[src/shared/eci_pkg.sv]
// constants, field layouts and bus carriers for the ethernet controller register bank
// assumes an apb master on the peripheral clock and a mac/dma core beside it
//
// Functional notes
// - Aliases at +4 clear, +8 set, +C invert
// - Packet-pending reads one while counter is nonzero
// - Pending clears only via reset or decrement to zero
// - Direct writes never touch packet-pending flag
// - Receive activity sets on each fifo data store
// - Transmit done sets when status vector written
// - Transmit abort sets on any mac abort cause
// - Descriptor unavailable sets on descriptor overrun
// - Receive overflow sets on receive fifo overflow
// - Event flags stick until reset or a plain, clear or invert write
// - Every register resets to zero
package eci_pkg;

  // --------------------------------------------------------------------------
  // register map (byte addresses, low 16 bits of the window)
  // --------------------------------------------------------------------------
  localparam logic [15:0] ADDR_MAIN_CONTROL   = 16'h9000;
  localparam logic [15:0] ADDR_RX_BUF_SIZE    = 16'h9010;
  localparam logic [15:0] ADDR_TX_DESC_START  = 16'h9020;
  localparam logic [15:0] ADDR_RX_DESC_START  = 16'h9030;
  localparam logic [15:0] ADDR_HASH_LOW       = 16'h9040;
  localparam logic [15:0] ADDR_HASH_HIGH      = 16'h9050;
  localparam logic [15:0] ADDR_PMASK_LOW      = 16'h9060;
  localparam logic [15:0] ADDR_PMASK_HIGH     = 16'h9070;
  localparam logic [15:0] ADDR_PCHECKSUM      = 16'h9080;
  localparam logic [15:0] ADDR_POFFSET        = 16'h9090;
  localparam logic [15:0] ADDR_RX_FILTER      = 16'h90A0;
  localparam logic [15:0] ADDR_RX_WATERMARKS  = 16'h90B0;
  localparam logic [15:0] ADDR_IRQ_ENABLE     = 16'h90C0;
  localparam logic [15:0] ADDR_IRQ_REQUEST    = 16'h90D0;
  localparam logic [15:0] ADDR_PKT_COUNT      = 16'h90E0; // read-only counter view, no aliases

  localparam int          NUM_REGS            = 14;
  localparam logic [3:0]  BASE_INDEX_LSB      = 4'h4;      // address bits 7:4 pick the register

  // alias sub-address in bits 3:2
  localparam logic [1:0]  ALIAS_PLAIN         = 2'h0;
  localparam logic [1:0]  ALIAS_CLEAR         = 2'h1;
  localparam logic [1:0]  ALIAS_SET           = 2'h2;
  localparam logic [1:0]  ALIAS_INVERT        = 2'h3;

  // --------------------------------------------------------------------------
  // register indices (offset bits 7:4)
  // --------------------------------------------------------------------------
  localparam int IDX_MAIN_CONTROL = 0;
  localparam int IDX_RX_BUF_SIZE  = 1;
  localparam int IDX_TX_DESC      = 2;
  localparam int IDX_RX_DESC      = 3;
  localparam int IDX_PCHECKSUM    = 8;
  localparam int IDX_POFFSET      = 9;
  localparam int IDX_RX_WATERMARK = 11;
  localparam int IDX_IRQ_ENABLE   = 12;
  localparam int IDX_IRQ_REQUEST  = 13;

  // --------------------------------------------------------------------------
  // implemented-bit masks; unimplemented bits read zero
  // --------------------------------------------------------------------------
  localparam logic [31:0] MASK_MAIN_CONTROL = 32'hFFFF_A3B1;
  localparam logic [31:0] MASK_RX_BUF_SIZE  = 32'h0000_07F0;
  localparam logic [31:0] MASK_DESC_START   = 32'hFFFF_FFFC;
  localparam logic [31:0] MASK_LOW_HALF     = 32'h0000_FFFF;
  localparam logic [31:0] MASK_WATERMARKS   = 32'h00FF_00FF;
  localparam logic [31:0] MASK_RX_FILTER    = 32'h0000_DFFF;
  localparam logic [31:0] MASK_IRQ          = 32'h0000_63EF;
  localparam logic [31:0] MASK_FULL         = 32'hFFFF_FFFF;

  // --------------------------------------------------------------------------
  // field positions
  // --------------------------------------------------------------------------
  localparam int BIT_PKT_COUNTER_DEC   = 0;  // main control, self-clearing strobe
  localparam int BIT_RX_OVERFLOW       = 0;
  localparam int BIT_RX_DESC_UNAVAIL   = 1;
  localparam int BIT_TX_ABORT          = 2;
  localparam int BIT_TX_DONE           = 3;
  localparam int BIT_RX_ACTIVITY       = 5;
  localparam int BIT_PACKET_PENDING    = 6;
  localparam int BIT_RX_DONE           = 7;
  localparam int BIT_FULL_WATERMARK    = 8;
  localparam int BIT_EMPTY_WATERMARK   = 9;
  localparam int BIT_RX_BUS_ERROR      = 13;
  localparam int BIT_TX_BUS_ERROR      = 14;

  localparam logic [31:0] RESET_VALUE  = 32'h0000_0000;
  localparam int          COUNT_WIDTH  = 8;

  // --------------------------------------------------------------------------
  // carriers
  // --------------------------------------------------------------------------
  typedef struct packed {
    logic        psel;
    logic        penable;
    logic        pwrite;
    logic [15:0] paddr;
    logic [31:0] pwdata;
  } eci_apb_req_t;

  typedef struct packed {
    logic        pready;
    logic        pslverr;
    logic [31:0] prdata;
  } eci_apb_rsp_t;

  // one-cycle event strobes from the mac and buffer manager
  typedef struct packed {
    logic txBusError;
    logic rxBusError;
    logic emptyWatermark;
    logic fullWatermark;
    logic rxDone;
    logic packetStored;    // receive_buffer_manager fifo store
    logic transmit_done_flag;
    logic transmit_abort_flag;
    logic rxDescUnavail;
    logic rxOverflow;
  } eci_events_t;

endpackage

[src/eci_regs.sv]
// register bank and interrupt flags of the ethernet controller
// assumes apb master on mclk, event strobes one cycle wide and synchronous to mclk
//
// Our own choice: register access over APB.
`timescale 1ns/10ps
module eci_regs #(
  parameter int CountWidth = eci_pkg::COUNT_WIDTH  // received_packet_counter width
) (
  input  wire logic                  mclk,
  input  wire logic                  rst,
  input  wire eci_pkg::eci_apb_req_t apbReq,
  output      eci_pkg::eci_apb_rsp_t apbRsp,
  input  wire eci_pkg::eci_events_t  events,
  output      logic [31:0]           mainControl,
  output      logic [31:0]           rxBufSize,
  output      logic [31:0]           txDescStart,
  output      logic [31:0]           rxDescStart,
  output      logic [63:0]           hashTable,
  output      logic [63:0]           patternMask,
  output      logic [15:0]           patternChecksum,
  output      logic [15:0]           patternOffset,
  output      logic [31:0]           rxFilterConfig,
  output      logic [31:0]           rxWatermarks,
  output      logic                  counterDecPulse,
  output      logic                  irq
);
  import eci_pkg::*;

  // elaboration-time refusal: the counter view is read through a 16-bit field at most
  if (CountWidth < 1 || CountWidth > 16) begin : g_bad_width
    $error("CountWidth out of range");
  end

  // --------------------------------------------------------------------------
  // storage
  // --------------------------------------------------------------------------
  logic [31:0]           regs [NUM_REGS];     // plain storage, request held separately
  logic [31:0]           irqRequest;          // sticky event flags (bit 6 unused here)
  logic [CountWidth-1:0] packetCount;         // received_packet_counter
  logic [31:0]           readMux;             // combinational read data
  logic                  mapped;              // address hits a register
  logic                  accessCycle;         // apb access phase
  logic                  writeStrobe;         // write takes effect this edge
  logic [3:0]            regIndex;            // register picked by address
  logic [1:0]            aliasSel;            // plain, clear, set or invert
  logic                  decrementHit;        // software asks counter to decrement
  logic [31:0]           hwEvents;            // event strobes in flag positions
  logic [31:0]           controlNext;         // main control as this write would leave it

  assign accessCycle = apbReq.psel & apbReq.penable;
  assign writeStrobe = accessCycle & apbReq.pwrite & mapped;
  assign regIndex    = apbReq.paddr[7:4];
  assign aliasSel    = apbReq.paddr[3:2];

  // --------------------------------------------------------------------------
  // helpers
  // --------------------------------------------------------------------------
  // implemented-bit mask per register index
  function automatic logic [31:0] regMask(input logic [3:0] idx);
    unique case (idx)
      4'h0:          regMask = MASK_MAIN_CONTROL;
      4'h1:          regMask = MASK_RX_BUF_SIZE;
      4'h2, 4'h3:    regMask = MASK_DESC_START;
      4'h4, 4'h5:    regMask = MASK_FULL;
      4'h6, 4'h7:    regMask = MASK_FULL;
      4'h8, 4'h9:    regMask = MASK_LOW_HALF;
      4'hA:          regMask = MASK_RX_FILTER;
      4'hB:          regMask = MASK_WATERMARKS;
      4'hC, 4'hD:    regMask = MASK_IRQ;
      default:       regMask = RESET_VALUE;
    endcase
  endfunction

  // apply plain, clear, set or invert alias to an old value
  function automatic logic [31:0] aliasApply(input logic [31:0] old, input logic [31:0] wd,
                                             input logic [1:0] sel);
    unique case (sel)
      ALIAS_PLAIN:  aliasApply = wd;
      ALIAS_CLEAR:  aliasApply = old & ~wd;
      ALIAS_SET:    aliasApply = old | wd;
      ALIAS_INVERT: aliasApply = old ^ wd;
      default:      aliasApply = old;
    endcase
  endfunction

  // --------------------------------------------------------------------------
  // address decode
  // --------------------------------------------------------------------------
  // the counter view has no aliases, so only its plain offset is mapped
  always_comb begin
    mapped = 1'b0;
    if (apbReq.paddr[15:8] == ADDR_MAIN_CONTROL[15:8]) begin
      if (regIndex <= 4'(IDX_IRQ_REQUEST)) begin
        mapped = 1'b1;
      end else if (apbReq.paddr[7:0] == ADDR_PKT_COUNT[7:0]) begin
        mapped = 1'b1;
      end
    end
  end

  // --------------------------------------------------------------------------
  // software registers other than the request flags
  // --------------------------------------------------------------------------
  // all plain storage, every alias honoured; reset to zero
  always_ff @(posedge mclk or posedge rst) begin
    if (rst) begin
      for (int i = 0; i < NUM_REGS; i++) begin
        regs[i] <= RESET_VALUE;
      end
    end else if (writeStrobe && regIndex < 4'(IDX_IRQ_REQUEST)) begin
      regs[regIndex] <= aliasApply(regs[regIndex], apbReq.pwdata, aliasSel)
                        & regMask(regIndex);
    end else begin
      // decrement control is a strobe: it never stays set
      regs[IDX_MAIN_CONTROL][BIT_PKT_COUNTER_DEC] <= 1'b0;
    end
  end

  // a write whose result leaves the decrement bit high asks for one decrement
  assign controlNext  = aliasApply(regs[IDX_MAIN_CONTROL], apbReq.pwdata, aliasSel);
  assign decrementHit = writeStrobe && regIndex == 4'(IDX_MAIN_CONTROL)
                        && controlNext[BIT_PKT_COUNTER_DEC];

  // --------------------------------------------------------------------------
  // received packet counter
  // --------------------------------------------------------------------------
  // receive done increments, decrement strobe decrements; both at once cancel unless the count is zero, where receive done increments
  always_ff @(posedge mclk or posedge rst) begin
    if (rst) begin
      packetCount <= '0;
    end else begin
      unique case ({events.rxDone, decrementHit && packetCount != '0})
        2'b10: begin
          // saturate: a wrap to zero would drop the pending flag
          if (packetCount != '1) begin
            packetCount <= packetCount + 1'b1;
          end
        end
        2'b01:   packetCount <= packetCount - 1'b1;
        default: packetCount <= packetCount;
      endcase
    end
  end

  // --------------------------------------------------------------------------
  // event flags
  // --------------------------------------------------------------------------
  always_comb begin
    hwEvents = '0;
    hwEvents[BIT_RX_OVERFLOW]     = events.rxOverflow;
    hwEvents[BIT_RX_DESC_UNAVAIL] = events.rxDescUnavail;
    hwEvents[BIT_TX_ABORT]        = events.transmit_abort_flag;
    hwEvents[BIT_TX_DONE]         = events.transmit_done_flag;
    hwEvents[BIT_RX_ACTIVITY]     = events.packetStored;
    hwEvents[BIT_RX_DONE]         = events.rxDone;
    hwEvents[BIT_FULL_WATERMARK]  = events.fullWatermark;
    hwEvents[BIT_EMPTY_WATERMARK] = events.emptyWatermark;
    hwEvents[BIT_RX_BUS_ERROR]    = events.rxBusError;
    hwEvents[BIT_TX_BUS_ERROR]    = events.txBusError;
  end

  // sticky flags; a hardware event in the same cycle as a clear wins
  always_ff @(posedge mclk or posedge rst) begin
    if (rst) begin
      irqRequest <= RESET_VALUE;
    end else if (writeStrobe && regIndex == 4'(IDX_IRQ_REQUEST)) begin
      // pending position is masked out: it follows the counter only
      irqRequest <= (aliasApply(irqRequest, apbReq.pwdata, aliasSel) | hwEvents)
                    & MASK_IRQ & ~(32'h1 << BIT_PACKET_PENDING);
    end else begin
      irqRequest <= irqRequest | hwEvents;
    end
  end

  // --------------------------------------------------------------------------
  // read path
  // --------------------------------------------------------------------------
  always_comb begin
    readMux = RESET_VALUE;
    if (apbReq.paddr[7:0] == ADDR_PKT_COUNT[7:0]) begin
      readMux = 32'(packetCount);
    end else if (regIndex == 4'(IDX_IRQ_REQUEST)) begin
      readMux = irqRequest;
      readMux[BIT_PACKET_PENDING] = (packetCount != '0);
    end else if (regIndex < 4'(IDX_IRQ_REQUEST)) begin
      readMux = regs[regIndex];
    end
  end

  // --------------------------------------------------------------------------
  // apb response: zero wait states, error on unmapped address
  // --------------------------------------------------------------------------
  always_ff @(posedge mclk or posedge rst) begin
    if (rst) begin
      apbRsp <= '0;
    end else begin
      apbRsp.pready  <= apbReq.psel & ~apbReq.penable;   // ready in the access cycle
      apbRsp.pslverr <= apbReq.psel & ~apbReq.penable & ~mapped;
      apbRsp.prdata  <= (apbReq.psel & ~apbReq.penable & ~apbReq.pwrite & mapped)
                        ? readMux : RESET_VALUE;
    end
  end

  // --------------------------------------------------------------------------
  // outputs to the datapath, all registered
  // --------------------------------------------------------------------------
  always_ff @(posedge mclk or posedge rst) begin
    if (rst) begin
      mainControl     <= RESET_VALUE;
      rxBufSize       <= RESET_VALUE;
      txDescStart     <= RESET_VALUE;
      rxDescStart     <= RESET_VALUE;
      hashTable       <= '0;
      patternMask     <= '0;
      patternChecksum <= '0;
      patternOffset   <= '0;
      rxFilterConfig  <= RESET_VALUE;
      rxWatermarks    <= RESET_VALUE;
      counterDecPulse <= 1'b0;
    end else begin
      mainControl     <= regs[IDX_MAIN_CONTROL];
      rxBufSize       <= regs[IDX_RX_BUF_SIZE];
      txDescStart     <= regs[IDX_TX_DESC];
      rxDescStart     <= regs[IDX_RX_DESC];
      hashTable       <= {regs[ADDR_HASH_HIGH[7:4]], regs[ADDR_HASH_LOW[7:4]]};
      patternMask     <= {regs[ADDR_PMASK_HIGH[7:4]], regs[ADDR_PMASK_LOW[7:4]]};
      patternChecksum <= regs[IDX_PCHECKSUM][15:0];
      patternOffset   <= regs[IDX_POFFSET][15:0];
      rxFilterConfig  <= regs[ADDR_RX_FILTER[7:4]];
      rxWatermarks    <= regs[IDX_RX_WATERMARK];
      counterDecPulse <= decrementHit;
    end
  end

  // interrupt: any request flag with its enable, pending included
  always_ff @(posedge mclk or posedge rst) begin
    if (rst) begin
      irq <= 1'b0;
    end else begin
      irq <= |((irqRequest | (32'(packetCount != '0) << BIT_PACKET_PENDING))
               & regs[IDX_IRQ_ENABLE]);
    end
  end

endmodule
[config.mk]
export PLATFORM = sky130hd
export DESIGN_NAME = eci_regs
export DESIGN_NICKNAME = d
export VERILOG_FILES = /design/src/shared/eci_pkg.sv /design/src/eci_regs.sv
export SDC_FILE = /design/constraint.sdc
export NUM_CORES = 2
export LEC_CHECK = 0
export BUFFER_PORTS_ARGS = -buffer_cell sky130_fd_sc_hd__buf_2
export CAP_MARGIN = 20
export CORE_MARGIN = 2
export CORE_UTILIZATION = 30
export DETAILED_ROUTE_END_ITERATION = 12
export GPL_ROUTABILITY_DRIVEN = 0
export SLEW_MARGIN = 40
export SYNTH_ARGS = -nofsm -noshare
export SYNTH_HDL_FRONTEND = slang
export SYNTH_SLANG_ARGS = --single-unit
[constraint.sdc]
create_clock -name mclk -period 35.8 [get_ports mclk]
set_clock_uncertainty 0.05 [all_clocks]
set_input_delay 5.37 -clock mclk [delete_from_list [all_inputs] [get_ports mclk]]
set_output_delay 5.37 -clock mclk [all_outputs]
set_load 0.01 [all_outputs]
==> results_dict.tcl <==
set metrics [dict create \
    power.share.combinational_pct 4.9 \
    avgSynthCellArea_um2 14.9 \
    layout-drive-gt1-share_pct 39.8 \
    p_sw_mw 0.484 \
    timing.critical_path.cells "buf_6, buf_4, buf_4, or2_2, nor2_4, buf_4, a221oi_1, ha_1, mux4_2, and3_1, mux2_2" \
    critPathMaxStageDelay_ns 0.66 \
    number_of_buffers_added_by_the_clock_tree_synthesis_step 92 \
    place.port_buffers 450 \
    drc_errors 0 \
    p_leak_nw 21.0 \
    grt_setup_unrepaired "false" \
    netlist.top_cell.by_area "sky130_fd_sc_hd__dfrtp_1" \
    clk_transition_reported_paths_ns 0.07 \
    wl_per_cell_um 26.7 \
    swShare_pct 23.9 \
    dp.final_hpwl_mm 74.6 \
    area_growth_pct 21.6 \
    share_clk_of_total_power_pct 47.0 \
    die_height_um 335 \
    h-tree-depth 3 \
    post-synth-top-area-fraction_pct 64.8 \
    core_area_mm2 0.109 \
    grt_use_total_pct 19.5 \
    timing.final.crit_share_pct 26.4 \
    pre_cts_ws_ns 25.66 \
    cp_data_arrival_time_ns 9.97 \
    synthesized_area_fraction_occupied_by_ao_oa_aoi_and_oai_cells_pct 5.14 \
    cts_tree "done" \
    floorplan.die_area_mm2 0.113 \
    grt_pass1_wl_mm 157 \
    finalMaxSlewViolations 0 \
    main_combinational_cell_family_by_area_after_synthesis "multiplexers" \
    grt_antenna_before_repair 10 \
    cts_hold_buffers 0 \
    post_cts.repair.setup_buffers 0 \
    nets 2806 \
    synth.cell_area_mm2 0.0330 \
    power-per-cell-area_mw_per_mm2 50.6 \
    synth-simple-area-share_pct 5.59 \
    gr-usage-met3_pct 5.39 \
    cellInternalPower_mw 1.54 \
    synth_async_sr_flop_share_pct 100 \
    worstReg2RegStart "regs[432]$_DFFE_PP0P_" \
    cap_viol_max_count 0 \
    synth.yosys.seq_area_share_pct 64.8 \
    setup_viol 0 \
    top_level_ports 451 \
    grt.met2_usage_pct 28.3 \
    tns_ns 0 \
    via_count_of_the_first_global_routing_pass 20800 \
    worst_hold_startpoint "regs[142]$_DFFE_PP0P_" \
    largest_net_degree_at_the_start_of_global_routing 116 \
    tritoncts_num_sinks 854 \
    critical_path.most_common_cell "sky130_fd_sc_hd__buf_4" \
    number_of_vias_in_the_routed_layout 20300 \
    synth_area_leaders "sky130_fd_sc_hd__dfrtp_1, sky130_fd_sc_hd__mux2_2, sky130_fd_sc_hd__mux4_2, sky130_fd_sc_hd__ha_1, sky130_fd_sc_hd__and2_1" \
    synthXorXnorAreaFrac_pct 0.106 \
    layout_commonest_cell "sky130_fd_sc_hd__dfrtp_1" \
    drt-pass1-iter-count 7 \
    r2r_cells 8 \
    synth_cells 2214 \
    post_cts_resize_count 0 \
    row_count 121 \
    initial_utilization_pct 30.3 \
    critical_path.endpoint "regs[271]$_DFFE_PP0P_" \
    synthDistinctLibCells 62 \
    post-route-worst-setup-slack_ns 26.34 \
    worst_pin_slew_ns 0.867 \
    antenna_violating_nets_post_route 0 \
    gr-usage-met1_pct 28.1 \
    criticalPathCategory "input pin to flop" \
    synth_ff_type "sky130_fd_sc_hd__dfrtp_1" \
    overall_overflow_remaining_after_global_route 0 \
    crit_required_ns 36.30 \
    syn-num-nets 2370 \
    critPathSlowestCell "sky130_fd_sc_hd__buf_4" \
    cp-end-kind "flop" \
    drt-total-wl_mm 110 \
    critical_path.max_fanout 40 \
    status "finished clean" \
    vdd_drop_max_mv 0.0356 \
    synth_enable_flop_cells 0 \
    worst_setup_path_start_kind "input pin" \
    slew-limit-headroom_pct 42.2 \
    rr_endpoint "regs[304]$_DFFE_PP0P_" \
    cts-root-buf "sky130_fd_sc_hd__clkbuf_16" \
    yosys_register_bits 854 \
    mostFrequentLayoutCells "sky130_fd_sc_hd__dfrtp_1, sky130_fd_sc_hd__buf_2, sky130_fd_sc_hd__mux2_2" \
    number_of_failing_hold_endpoints_at_the_final_stage 0 \
    yosys-mux-area-fraction_pct 17.7 \
    yosysWarnings 0 \
    worstHoldPathType "flop to flop" \
    clock_tree.buffer_depth 3 \
    overall_die_width_um 335 \
    critical-path-top-delay-family "buffers and inverters" \
    clk_latency_ns 0.67 \
    detail_route.vias_per_cell 4.90 \
    seq_power_share_pct 48.1 \
    grt_busiest_layer "met2" \
    max_clock_freq_mhz 106 \
    synth-adder-area-share_pct 3.55 \
    crit_cells 11 \
    timing.critical_path.from "apbReq[37]" \
    drt-initial-drc-count 1554 \
    number_of_buffer_and_inverter_instances_along_the_worst_setup_path 4 \
    setup.reg_to_reg.worst_slack_ns 32.30 \
    layout_min_cycle_time_ns 9.46 \
]
worst register-to-register path: cells and delay by family, from the launching register on:
family	cells	cell delay [ns]
AOI/OAI and AO/OA	2	0.79
muxes	4	1.52
and+or+nand+nor	1	0.29
adders and majority gates	1	0.31
DFF	1	0.43
synthesized netlist by cell type, types with 8 or more instances:
cell type	number
sky130_fd_sc_hd__mux2_1	13
sky130_fd_sc_hd__inv_1	88
sky130_fd_sc_hd__nand4_1	8
sky130_fd_sc_hd__a221oi_1	27
sky130_fd_sc_hd__a22oi_1	11
sky130_fd_sc_hd__clkbuf_1	100
sky130_fd_sc_hd__a211oi_1	73
sky130_fd_sc_hd__nand2_1	57
sky130_fd_sc_hd__o21ai_0	43
sky130_fd_sc_hd__nor2b_1	15
sky130_fd_sc_hd__mux2i_1	33
sky130_fd_sc_hd__ha_1	92
sky130_fd_sc_hd__and2_1	119
sky130_fd_sc_hd__buf_2	28
sky130_fd_sc_hd__dfrtp_1	854
sky130_fd_sc_hd__mux2_2	277
sky130_fd_sc_hd__mux4_2	100
sky130_fd_sc_hd__nor2_1	99
sky130_fd_sc_hd__a21oi_1	39
sky130_fd_sc_hd__nand3_1	11
sky130_fd_sc_hd__a211o_1	11
sky130_fd_sc_hd__buf_1	24
worst min path at each step:
stage | endpoint | slack (ns) | cells after the start
4_1_cts | regs[15]$_DFFE_PP0P_ | 0.33 | 0
2_1_floorplan | rxFilterConfig[13]$_DFF_PP0_ | 0.31 | 0
3_5_place_dp | regs[13]$_DFFE_PP0P_ | 0.32 | 0
5_1_grt | regs[0]$_DFFE_PP0P_ | 0.34 | 0
6_report | patternOffset[14]$_DFF_PP0_ | 0.32 | 0
3_3_place_gp | regs[6]$_DFFE_PP0P_ | 0.31 | 0
cell families after synthesis:
family / count (synthesis)
DFF: 854
and+or+nand+nor: 351
AOI/OAI and AO/OA: 241
xor gates and xnor gates: 4
buffers and inverters: 248
adders and majority gates: 93
muxes: 423
metal layers:
metal / routed length (µm) / vias up
met2: 48200 / 691
met1: 50500 / 10800
met3: 8420 / 141
met4: 3280 / 2
met5: 12 / -
li1: - / 8675
per-stage QoR:
| step | util (%) | instances | power, mW | cell area, µm² | hold slack [ns] |
|---|---|---|---|---|---|
| 3_3_place_gp | 33.8 | 3967 | 1.09 | 36800 | 0.314 |
| 5_1_grt | 36.8 | 4136 | 2.11 | 40100 | 0.336 |
| 2_1_floorplan | - | 2214 | 1.05 | 33000 | 0.311 |
| 6_report | 36.8 | 4138 | 2.03 | 40100 | 0.324 |
| 4_1_cts | 36.7 | 4132 | 2.05 | 40000 | 0.331 |
| 3_5_place_dp | 33.9 | 3969 | 1.09 | 37000 | 0.315 |
flip-flops by register name (all words and copies together), names as in the netlist:
register         count
rxDescStart         32
apbRsp              34
rxFilterConfig      32
counterDecPulse      1
irq                  1
txDescStart         32
patternOffset       16
regs               448
packetCount          8
mainControl         32
irqRequest          10
rxBufSize           32
patternMask         64
rxWatermarks        32
patternChecksum     16
hashTable           64
layout make-up:
cell class | count | area (µm²)
fill | 10300 | 68800
sequential | 854 | 21400
multi-input combinational | 1112 | 10800
timing repair buffer | 502 | 2710
clock buffer | 121 | 2580
tap | 1414 | 1770
clock inverter | 42 | 457
inverter | 88 | 343
antenna | 5 | 12.5
power by group through the flow:
stage	logic [mW]	clock network, mW	registers (mW)
finish	0.0995	0.953	0.975
floorplan	0.0609	0	0.992
global route	0.111	1.02	0.975
global placement	0.0972	0	0.993
CTS	0.101	0.978	0.975
detailed placement	0.100	0	0.993
Note: power is estimated with default switching activity, not from simulation.
